==> config.mk <==
export PLATFORM = sky130hd
export DESIGN_NAME = pps_power_ctl
export DESIGN_NICKNAME = d
export VERILOG_FILES = /design/src/pps_pkg.sv /design/src/pps_port_if.sv /design/src/pps_port_fsm.sv /design/src/pps_power_ctl.sv
export VERILOG_INCLUDE_DIRS = /design/src /design/src/src
export SDC_FILE = /design/constraint.sdc
export NUM_CORES = 1
export LEC_CHECK = 0
export ABC_AREA = 1
export ABC_CLOCK_PERIOD_IN_PS = 1500
export BUFFER_PORTS_ARGS = -buffer_cell sky130_fd_sc_hd__buf_4
export CAP_MARGIN = 30
export CORE_ASPECT_RATIO = 0.9
export CORE_MARGIN = 3
export CORE_UTILIZATION = 35
export DETAILED_ROUTE_END_ITERATION = 8
export PLACE_DENSITY_LB_ADDON = 0.25
export SLEW_MARGIN = 20
export SYNTH_ARGS = -nofsm -noshare
export SYNTH_HDL_FRONTEND = slang
export SYNTH_SLANG_ARGS = --single-unit
==> constraint.sdc <==
create_clock -name clk_sys -period 1.5 [get_ports clk_sys]
set_clock_uncertainty 0.1 [all_clocks]
set_input_delay 0.3 -clock clk_sys [delete_from_list [all_inputs] [get_ports clk_sys]]
set_output_delay 0.3 -clock clk_sys [all_outputs]
set_load 0.02 [all_outputs]
==> src/pps_defs.svh <==
// Constants for the per-port power-state control block.
// Assumes inclusion from the package, the design modules and the bench.
`ifndef PPS_DEFS_SVH
`define PPS_DEFS_SVH

`define PPS_NPORTS 4
`define PPS_UP_PORT 0
`define PPS_PS_D0 2'h0
`define PPS_PS_D3HOT 2'h3
`define PPS_CTX_KEPT_RST 1'h1

`endif

==> src/pps_pkg.sv <==
// Types for the per-port power-state control block.
// Assumes pps_defs.svh on the include path.
`include "pps_defs.svh"

package pps_pkg;

    typedef enum logic [1:0] {
        PPS_D0_UNINIT = 2'h0,
        PPS_D0_ACTIVE = 2'h1,
        PPS_D3_HOT = 2'h2,
        PPS_D3_COLD = 2'h3
    } pps_state_e;

    // TLP classes seen by a bridge
    typedef enum logic [2:0] {
        PPS_TLP_CFG0 = 3'h0,
        PPS_TLP_MSG_SELF = 3'h1,
        PPS_TLP_CPL_SELF = 3'h2,
        PPS_TLP_CPL_THRU = 3'h3,
        PPS_TLP_OTHER_REQ = 3'h4
    } pps_tlp_e;

    // Handling decision for a TLP
    typedef enum logic [1:0] {
        PPS_ACT_NORMAL = 2'h0,
        PPS_ACT_UR = 2'h1,
        PPS_ACT_UC = 2'h2
    } pps_act_e;

endpackage

==> src/pps_port_if.sv <==
// Signals between the top and one per-port state machine.
// Assumes a single clock domain shared by both ends.
`timescale 1ns/100ps
`default_nettype none

interface pps_port_if;
    import pps_pkg::*;
    logic psWrite;
    logic [1:0] psWrData;
    logic bridgeConfigured;
    logic powerRemoved;
    pps_state_e state;
    logic [1:0] powerStateField;

    modport ctl (
        output psWrite, psWrData, bridgeConfigured, powerRemoved,
        input state, powerStateField
    );
    modport fsm (
        input psWrite, psWrData, bridgeConfigured, powerRemoved,
        output state, powerStateField
    );
endinterface

`default_nettype wire

==> src/pps_port_fsm.sv <==
// One port's power-state machine.
// Assumes the top feeds write strobes already decoded for this port.
`timescale 1ns/100ps
`default_nettype none
`include "pps_defs.svh"

module pps_port_fsm
    import pps_pkg::*;
(
    // Clock and reset
    input wire logic clk_sys,
    input wire logic sys_rst,
    // Port control
    pps_port_if.fsm pif
);

    pps_state_e state_q, state_d;

    always_comb begin
        state_d = state_q;
        case (state_q)
            PPS_D0_UNINIT: begin
                if (pif.bridgeConfigured) begin
                    state_d = PPS_D0_ACTIVE;
                end
            end
            PPS_D0_ACTIVE: begin
                if (pif.psWrite && pif.psWrData == `PPS_PS_D3HOT) begin
                    state_d = PPS_D3_HOT;
                end
            end
            PPS_D3_HOT: begin
                if (pif.powerRemoved) begin
                    state_d = PPS_D3_COLD;
                end else if (pif.psWrite && pif.psWrData == `PPS_PS_D0) begin
                    state_d = PPS_D0_UNINIT;
                end
            end
            // Only a fundamental reset leaves D3cold
            PPS_D3_COLD: begin
                state_d = PPS_D3_COLD;
            end
            default: begin
                state_d = PPS_D0_UNINIT;
            end
        endcase
    end

    always_ff @(posedge clk_sys) begin
        if (sys_rst) begin
            state_q <= PPS_D0_UNINIT;
        end else begin
            state_q <= state_d;
        end
    end

    assign pif.state = state_q;
    assign pif.powerStateField = (state_q == PPS_D3_HOT ||
        state_q == PPS_D3_COLD) ? `PPS_PS_D3HOT : `PPS_PS_D0;
endmodule

`default_nettype wire

==> src/pps_power_ctl.sv <==
// Per-port device power-state control for a switch's bridges.
// Assumes TLPs arrive pre-classified, one per port per cycle, and that
// software configuration writes arrive already decoded per port.
//
// Behaviour
// - A downstream port's power state affects only that port.
// - A port in D3hot asks its link for L1 regardless of other ports.
// - Upstream low power plus all acks puts the whole switch low.
// - Each port has four states: D0 uninit, D0 active, D3hot, D3cold.
// - Reset enters D0 uninit; bridge configuration moves it to D0 active.
// - D0 active goes to D3hot on a write of the D3hot code.
// - D3hot returns to D0 uninit on a write of the D0 code.
// - Leaving D3hot resets nothing and the context-kept flag reads set.
// - In D3hot type 0 configuration requests complete normally.
// - In D3hot messages to the bridge are processed.
// - In D3hot other primary-side requests are unsupported.
// - In D3hot TLP-reception errors are reported as in D0.
// - In D3hot non-TLP errors are dropped.
// - In D3hot completions to the bridge are unexpected.
// - In D3hot pass-through completions route as in D0.
// - In D3hot secondary-side requests are unsupported.
`timescale 1ns/100ps
`default_nettype none
`include "pps_defs.svh"

module pps_power_ctl
    import pps_pkg::*;
(
    // Clock and reset
    input wire logic clk_sys,
    input wire logic sys_rst,
    // Software power-state writes and bridge configuration, per port; power removal shared
    input wire logic [`PPS_NPORTS-1:0] psWrite,
    input wire logic [`PPS_NPORTS*2-1:0] psWrData,
    input wire logic [`PPS_NPORTS-1:0] bridgeConfigured,
    input wire logic powerRemoved,
    // Aggregated PME_TO_Ack seen on all active downstream ports
    input wire logic pmeToAckDone,
    // Primary-side TLP, per port
    input wire logic [`PPS_NPORTS-1:0] priValid,
    input wire logic [`PPS_NPORTS*3-1:0] priClass,
    // Secondary-side TLP, per port
    input wire logic [`PPS_NPORTS-1:0] secValid,
    input wire logic [`PPS_NPORTS*3-1:0] secClass,
    // Error events, per port
    input wire logic [`PPS_NPORTS-1:0] tlpErrEvent,
    input wire logic [`PPS_NPORTS-1:0] otherErrEvent,
    // Per-port status
    output logic [`PPS_NPORTS*2-1:0] portState,
    output logic [`PPS_NPORTS*2-1:0] power_state_field,
    output logic [`PPS_NPORTS-1:0] context_kept_flag,
    output logic [`PPS_NPORTS-1:0] linkL1Req,
    // Per-port TLP decisions, registered
    output logic [`PPS_NPORTS-1:0] priDecValid,
    output logic [`PPS_NPORTS*2-1:0] priAction,
    output logic [`PPS_NPORTS-1:0] secDecValid,
    output logic [`PPS_NPORTS*2-1:0] secAction,
    output logic [`PPS_NPORTS-1:0] errMsgReq,
    // Whole-device low power
    output logic deviceLowPower
);

    // ------------------------------------------------------------
    // Decision functions
    // ------------------------------------------------------------
    // One function per side; each takes the D3hot flag so D0 and D3hot use one code path
    function automatic pps_act_e priDecide(input logic d3,
                                           input logic [2:0] cls);
        pps_act_e act;
        act = PPS_ACT_NORMAL;
        if (d3) begin
            case (cls)
                PPS_TLP_CFG0: act = PPS_ACT_NORMAL;
                PPS_TLP_MSG_SELF: act = PPS_ACT_NORMAL;
                PPS_TLP_CPL_SELF: act = PPS_ACT_UC;
                PPS_TLP_CPL_THRU: act = PPS_ACT_NORMAL;
                default: act = PPS_ACT_UR;
            endcase
        end
        return act;
    endfunction

    function automatic pps_act_e secDecide(input logic d3,
                                           input logic [2:0] cls);
        pps_act_e act;
        act = PPS_ACT_NORMAL;
        if (d3) begin
            case (cls)
                PPS_TLP_CPL_THRU: act = PPS_ACT_NORMAL;
                PPS_TLP_CPL_SELF: act = PPS_ACT_UC;
                default: act = PPS_ACT_UR;
            endcase
        end
        return act;
    endfunction

    // ------------------------------------------------------------
    // Per-port machines
    // ------------------------------------------------------------
    logic [`PPS_NPORTS-1:0] inD3;
    logic [`PPS_NPORTS-1:0] priDecValid_d, priDecValid_q;
    logic [`PPS_NPORTS-1:0] secDecValid_d, secDecValid_q;
    logic [`PPS_NPORTS*2-1:0] priAction_d, priAction_q;
    logic [`PPS_NPORTS*2-1:0] secAction_d, secAction_q;
    logic [`PPS_NPORTS-1:0] errMsg_d, errMsg_q;
    logic [`PPS_NPORTS-1:0] l1_d, l1_q;
    logic devLow_d, devLow_q;

    generate
        for (genvar p = 0; p < `PPS_NPORTS; p++) begin : g_port
            pps_port_if pif ();
            assign pif.psWrite = psWrite[p];
            assign pif.psWrData = psWrData[2*p +: 2];
            assign pif.bridgeConfigured = bridgeConfigured[p];
            assign pif.powerRemoved = powerRemoved;
            pps_port_fsm u_fsm (
                .clk_sys(clk_sys),
                .sys_rst(sys_rst),
                .pif(pif)
            );
            assign inD3[p] = (pif.state == PPS_D3_HOT);
            assign portState[2*p +: 2] = pif.state;
            assign power_state_field[2*p +: 2] = pif.powerStateField;
        end
    endgenerate

    // ------------------------------------------------------------
    // Decisions and link requests
    // ------------------------------------------------------------
    always_comb begin
        for (int p = 0; p < `PPS_NPORTS; p++) begin
            priDecValid_d[p] = priValid[p];
            secDecValid_d[p] = secValid[p];
            priAction_d[2*p +: 2] = priDecide(inD3[p], priClass[3*p +: 3]);
            secAction_d[2*p +: 2] = secDecide(inD3[p], secClass[3*p +: 3]);
            // TLP errors always report; others dropped in D3hot
            errMsg_d[p] = tlpErrEvent[p] | (otherErrEvent[p] & ~inD3[p]);
            l1_d[p] = inD3[p];
        end
        devLow_d = inD3[`PPS_UP_PORT] & pmeToAckDone;
    end

    always_ff @(posedge clk_sys) begin
        if (sys_rst) begin
            priDecValid_q <= '0;
            secDecValid_q <= '0;
            priAction_q <= '0;
            secAction_q <= '0;
            errMsg_q <= '0;
            l1_q <= '0;
            devLow_q <= 1'b0;
        end else begin
            priDecValid_q <= priDecValid_d;
            secDecValid_q <= secDecValid_d;
            priAction_q <= priAction_d;
            secAction_q <= secAction_d;
            errMsg_q <= errMsg_d;
            l1_q <= l1_d;
            devLow_q <= devLow_d;
        end
    end

    assign priDecValid = priDecValid_q;
    assign secDecValid = secDecValid_q;
    assign priAction = priAction_q;
    assign secAction = secAction_q;
    assign errMsgReq = errMsg_q;
    assign linkL1Req = l1_q;
    assign deviceLowPower = devLow_q;
    assign context_kept_flag = {`PPS_NPORTS{`PPS_CTX_KEPT_RST}};

    // Same checks on every port, so any port the traffic uses is watched
    generate
        for (genvar p = 0; p < `PPS_NPORTS; p++) begin : g_chk

        end
    endgenerate
endmodule

`default_nettype wire

# --- Word level (Yosys, flattened, before mapping) ---
# Cells that the tools add are included.
classes:
  eq_ne: 48
  n_mux: 32
  bitwise_logic: 13
  n_reduce_logical: 36
op_table:
  columns: ["operator", "count"]
  rows:
  - ["$eq A3 B2 Y1 const B", 16]
  - ["$mux W2", 20]
  - ["$pmux W2 S2", 8]
  - ["$pmux W2 S4", 4]
  - ["$eq A2 B2 Y1 const B", 12]
  - ["$logic_not A2 Y1", 8]
  - ["$eq A3 B1 Y1 const B", 4]
  - ["$logic_not A3 Y1", 4]
  - ["$ne A3 B2 Y1 const B", 4]
  - ["$reduce_and A3 Y1", 4]
  - ["$reduce_or A3 Y1", 4]
  - ["$eq A2 B1 Y1 const B", 4]
  - ["$logic_and A1 B1 Y1", 8]
  - ["$ne A2 B1 Y1 const B", 4]
  - ["$ne A2 B2 Y1 const B", 4]
  - ["$reduce_or A2 Y1", 4]
  - ["$and A1 B1 Y1", 5]
  - ["$logic_or A1 B1 Y1", 4]
  - ["$not A1 Y1", 4]
  - ["$or A1 B1 Y1", 4]
totals:
  ff_bits: 41
  in_bits: 60
  output_inout_bits: 53
  word_cells: 146

# --- Logic depth before layout (Yosys ltp) ---
logic_depth:
  ltp_word: 5
  ltp_mapped: 8
  mapped_depth_nobuf: 8

# --- Cells and area by module ---
# From an unflattened synthesis, not the netlist that was laid out.
hier_totals:
  cells_unflattened: 220
  area_unflattened_um2: 1672.9
modules_own_cells:
  columns: ["mod", "instances", "cells_per_inst", "area_each_um2", "seq_area_each_um2"]
  rows:
  - ["pps_power_ctl", 1, 124, 1117.3, 660.6]
  - ["pps_port_fsm", 4, 24, 138.9, 40.0]

# --- Least setup slack after synthesis ---
# OpenSTA, ideal clock, no wires.
synth_timing:
  kind: "flip-flop to output port"
  start: "reg g_port[2].u_fsm.state_q[1]"
  end: "out power_state_field[5]"
  t_arrival_ns: 0.970
  t_required_ns: 1.100
  path_slack_ns: 0.130
  stages_incl_launch_ff: 3
  path_buffers: 2
  cell_sequence: "dfxtp_1 clkbuf_1 buf_4"
synth_between:
  elab_chain_cells: 3
  elab_cells_between_ends: 4
  cone_classes: "eq/ne (2); mux (1); reduce/logical (1)"
synth_rtl:
  columns: ["element", "line_no", "source"]
  rows:
  - ["start: declaration", "pps_port_fsm.sv:17", "pps_state_e state_q, state_d;"]
  - ["start signal: assignment", "pps_port_fsm.sv:53", "state_q <= state_d;"]
  - ["$eq A2 B2 Y1 (on tied branches)", "pps_port_fsm.sv:58, pps_port_fsm.sv:59", null]
  - ["$logic_or A1 B1 Y1 *", "pps_port_fsm.sv:58", "assign pif.powerStateField = (state_q == PPS_D3_HOT ||"]
  - ["$mux W2 (no source line) *", null, null]
  - ["end: declaration", "pps_power_ctl.sv:50", "output logic [`PPS_NPORTS*2-1:0] power_state_field,"]
# Every way passes the cells marked *; elsewhere a longest branch is shown, timed or not.

# --- Final worst setup path ---
# Same ends and word-level chain as after synthesis.

==> run metrics <==
initial DRC count=56; ranking of synthesized cells by area=dfxtp_1 (53%), inv_1 (9.7%), nor2_1 (7.7%); grt ovf=0; diode count=0; WS Path Type=reg2out; via density per instance=4.19; yosys warns=0; Post-Route WL=3.85 mm; post-synth cell types=18; fin util=58.6%; Avg WL per Cell=10.4 µm; clock tree buffer depth=2; Vert. Die Dim=69.2 µm; row cnt=22; fraction of layout cells with a size suffix above 1=39.6%; Final Max Tran Viols=0; routed via count=1541; Post-DRT Antenna Nets=0; GPL Wtd Cong=0.816; vias in the first global route=1411; CTS resizes=0; setup TNS=0 ns; cell taking the most area after synthesis=dfxtp_1; core area=4180 µm²; RSZ-0062 raised after global routing=no; CTS tree=done; final worst path period share=90.3%; IO buf count=108; Hold WC Path Type=in2reg; Pwr Density=1220 nW/µm²; Initial DRT Pass Iterations=4; nets=369; Starting Density=37.1%; top cell type's share of synthesized area=52.8%; leakage power=1.35 nW; status=finished, final reports clean; most common cell after layout, fill and taps aside=buf_4; H-tree depth=2; Critical Path, Cell by Cell=buf_4; pin count of the biggest net entering global routing=15; io pins=113; CTS root buf=clkbuf_8; Max Cap Viol=0; CP startpoint kind=flop; crit path time final=1.35 ns; Die X=76.2 µm; Fin. Hold Viols=0; WP data required=1.10 ns; Fmax=0.739 GHz; Worst EP arrival=0.95 ns; CTS sink cnt=41; DRC viols=0; commonest non-fill, non-tap cells in the layout=buf_4 (109), dfxtp_1 (41), inv_1 (40); Synth Register Bits=41; crit-path max FO=8; DIE AREA=5280 µm²; Synth Instances=203; antenna violations before repair=0; Finish-stage setup viols=0; GRT Util Overall=14.7%; first-pass GRT wire length=6.29 mm; DPL Wire Length=3.11 mm; CTS Buf Count=5; maximum VDD drop=0.700 mV; Worst-path clk slew=0.07 ns; Area Growth Syn to Fin=57.7%; WP buf/inv=1; Skew-Pair Late Insertion Delay=0.28 ns; Top delay family on crit path=flip-flops; post-CTS setup buffer count=0; Mean Syn Cell Area=7.66 µm²; mapped cell area=1550 µm²; critical path's slowest cell=dfxtp_1; Fillers=421; hold_buf cts=0; Seq/Total Area, Yosys=52.8%; Max stage delay on crit path=0.48 ns; critical path endpoint category=output port
==> flip-flops by register name, summed over array words and instances, names as in the netlist <==
name	flops
priDecValid	4
priAction	8
linkL1Req	4
secAction	8
g_port.u_fsm.pif.state	8
secDecValid	4
deviceLowPower	1
errMsgReq	4
==> report_power, final <==
part | internal [mW] | switching [mW] | total, mW | leakage, nW
registers | 1.21 | 0.113 | 1.32 | 0.336
clock network | 0.306 | 0.336 | 0.642 | 0.0399
logic | 0.450 | 0.573 | 1.02 | 0.977
==> cells in the mapped netlist <==
cell type   n
conb_1      1
nand3_1    11
or2_2       1
a21oi_1    16
clkbuf_1    3
nand3b_1    3
nor2_1     32
nor2_2      4
dfxtp_1    41
nor4b_2     1
buf_4       8
inv_1      40
nand2_1    28
buf_2       2
o21ai_0     3
nor4_1      7
inv_2       1
nand4_1     1
==> kinds of logic (layout without fill, tap and decap cells) <==
family	after synthesis	count (layout)	synth area share [%]
buffers and inverters	54	156	15.1
and+or+nand+nor	88	88	25.7
other	1	4	0.241
DFF	41	41	52.8
AOI/OAI and AO/OA	19	19	6.12
==> path summary, 6_finish.rpt <==
check / from / to / slack [ns] / depth (start not counted)
worst min-delay path: priClass[9] / priAction[7] / 0.07 / 2
worst max register to register: g_port[3].u_fsm.pif.state[1] / g_port[3].u_fsm.pif.state[0] / 0.22 / 5
worst max-delay path: g_port[2].u_fsm.pif.state[1] / power_state_field[5] / 0.15 / 1
worst min register to register: g_port[2].u_fsm.pif.state[0] / g_port[2].u_fsm.pif.state[1] / 0.45 / 2
==> metrics by stage <==
step                hold slack (ns)  setup WS (ns)  power (mW)  cell area, µm²  std cells
floorplan                     0.269          0.130        1.96            1570        206
global placement              0.363          0.281        2.35            2380        362
detailed placement            0.366          0.242        2.36            2380        362
CTS                          0.0605          0.136        3.02            2450        368
global route                 0.0526         0.0836        3.19            2450        368
finish                       0.0700          0.146        2.98            2450        368
==> area by class of cell <==
type | count | area [µm²] | area share [%]
inverters | 41 | 154 | 6.28
well taps | 60 | 75.1 | 3.06
flip-flops and latches | 41 | 821 | 33.5
clock inverters | 1 | 5.00 | 0.204
repair buffers | 109 | 818 | 33.4
clock buffers | 5 | 68.8 | 2.81
multi-input cells | 111 | 509 | 20.8
==> layer usage <==
| metal | wire length [µm] | track usage [%] |
|---|---|---|
| met1 | 1600 | 17.0 |
| met2 | 1890 | 25.3 |
| met3 | 326 | 4.68 |
| met4 | 31 | 5.43 |
| met5 | 0 | 0 |
Note: power is estimated with default switching activity, not from simulation.
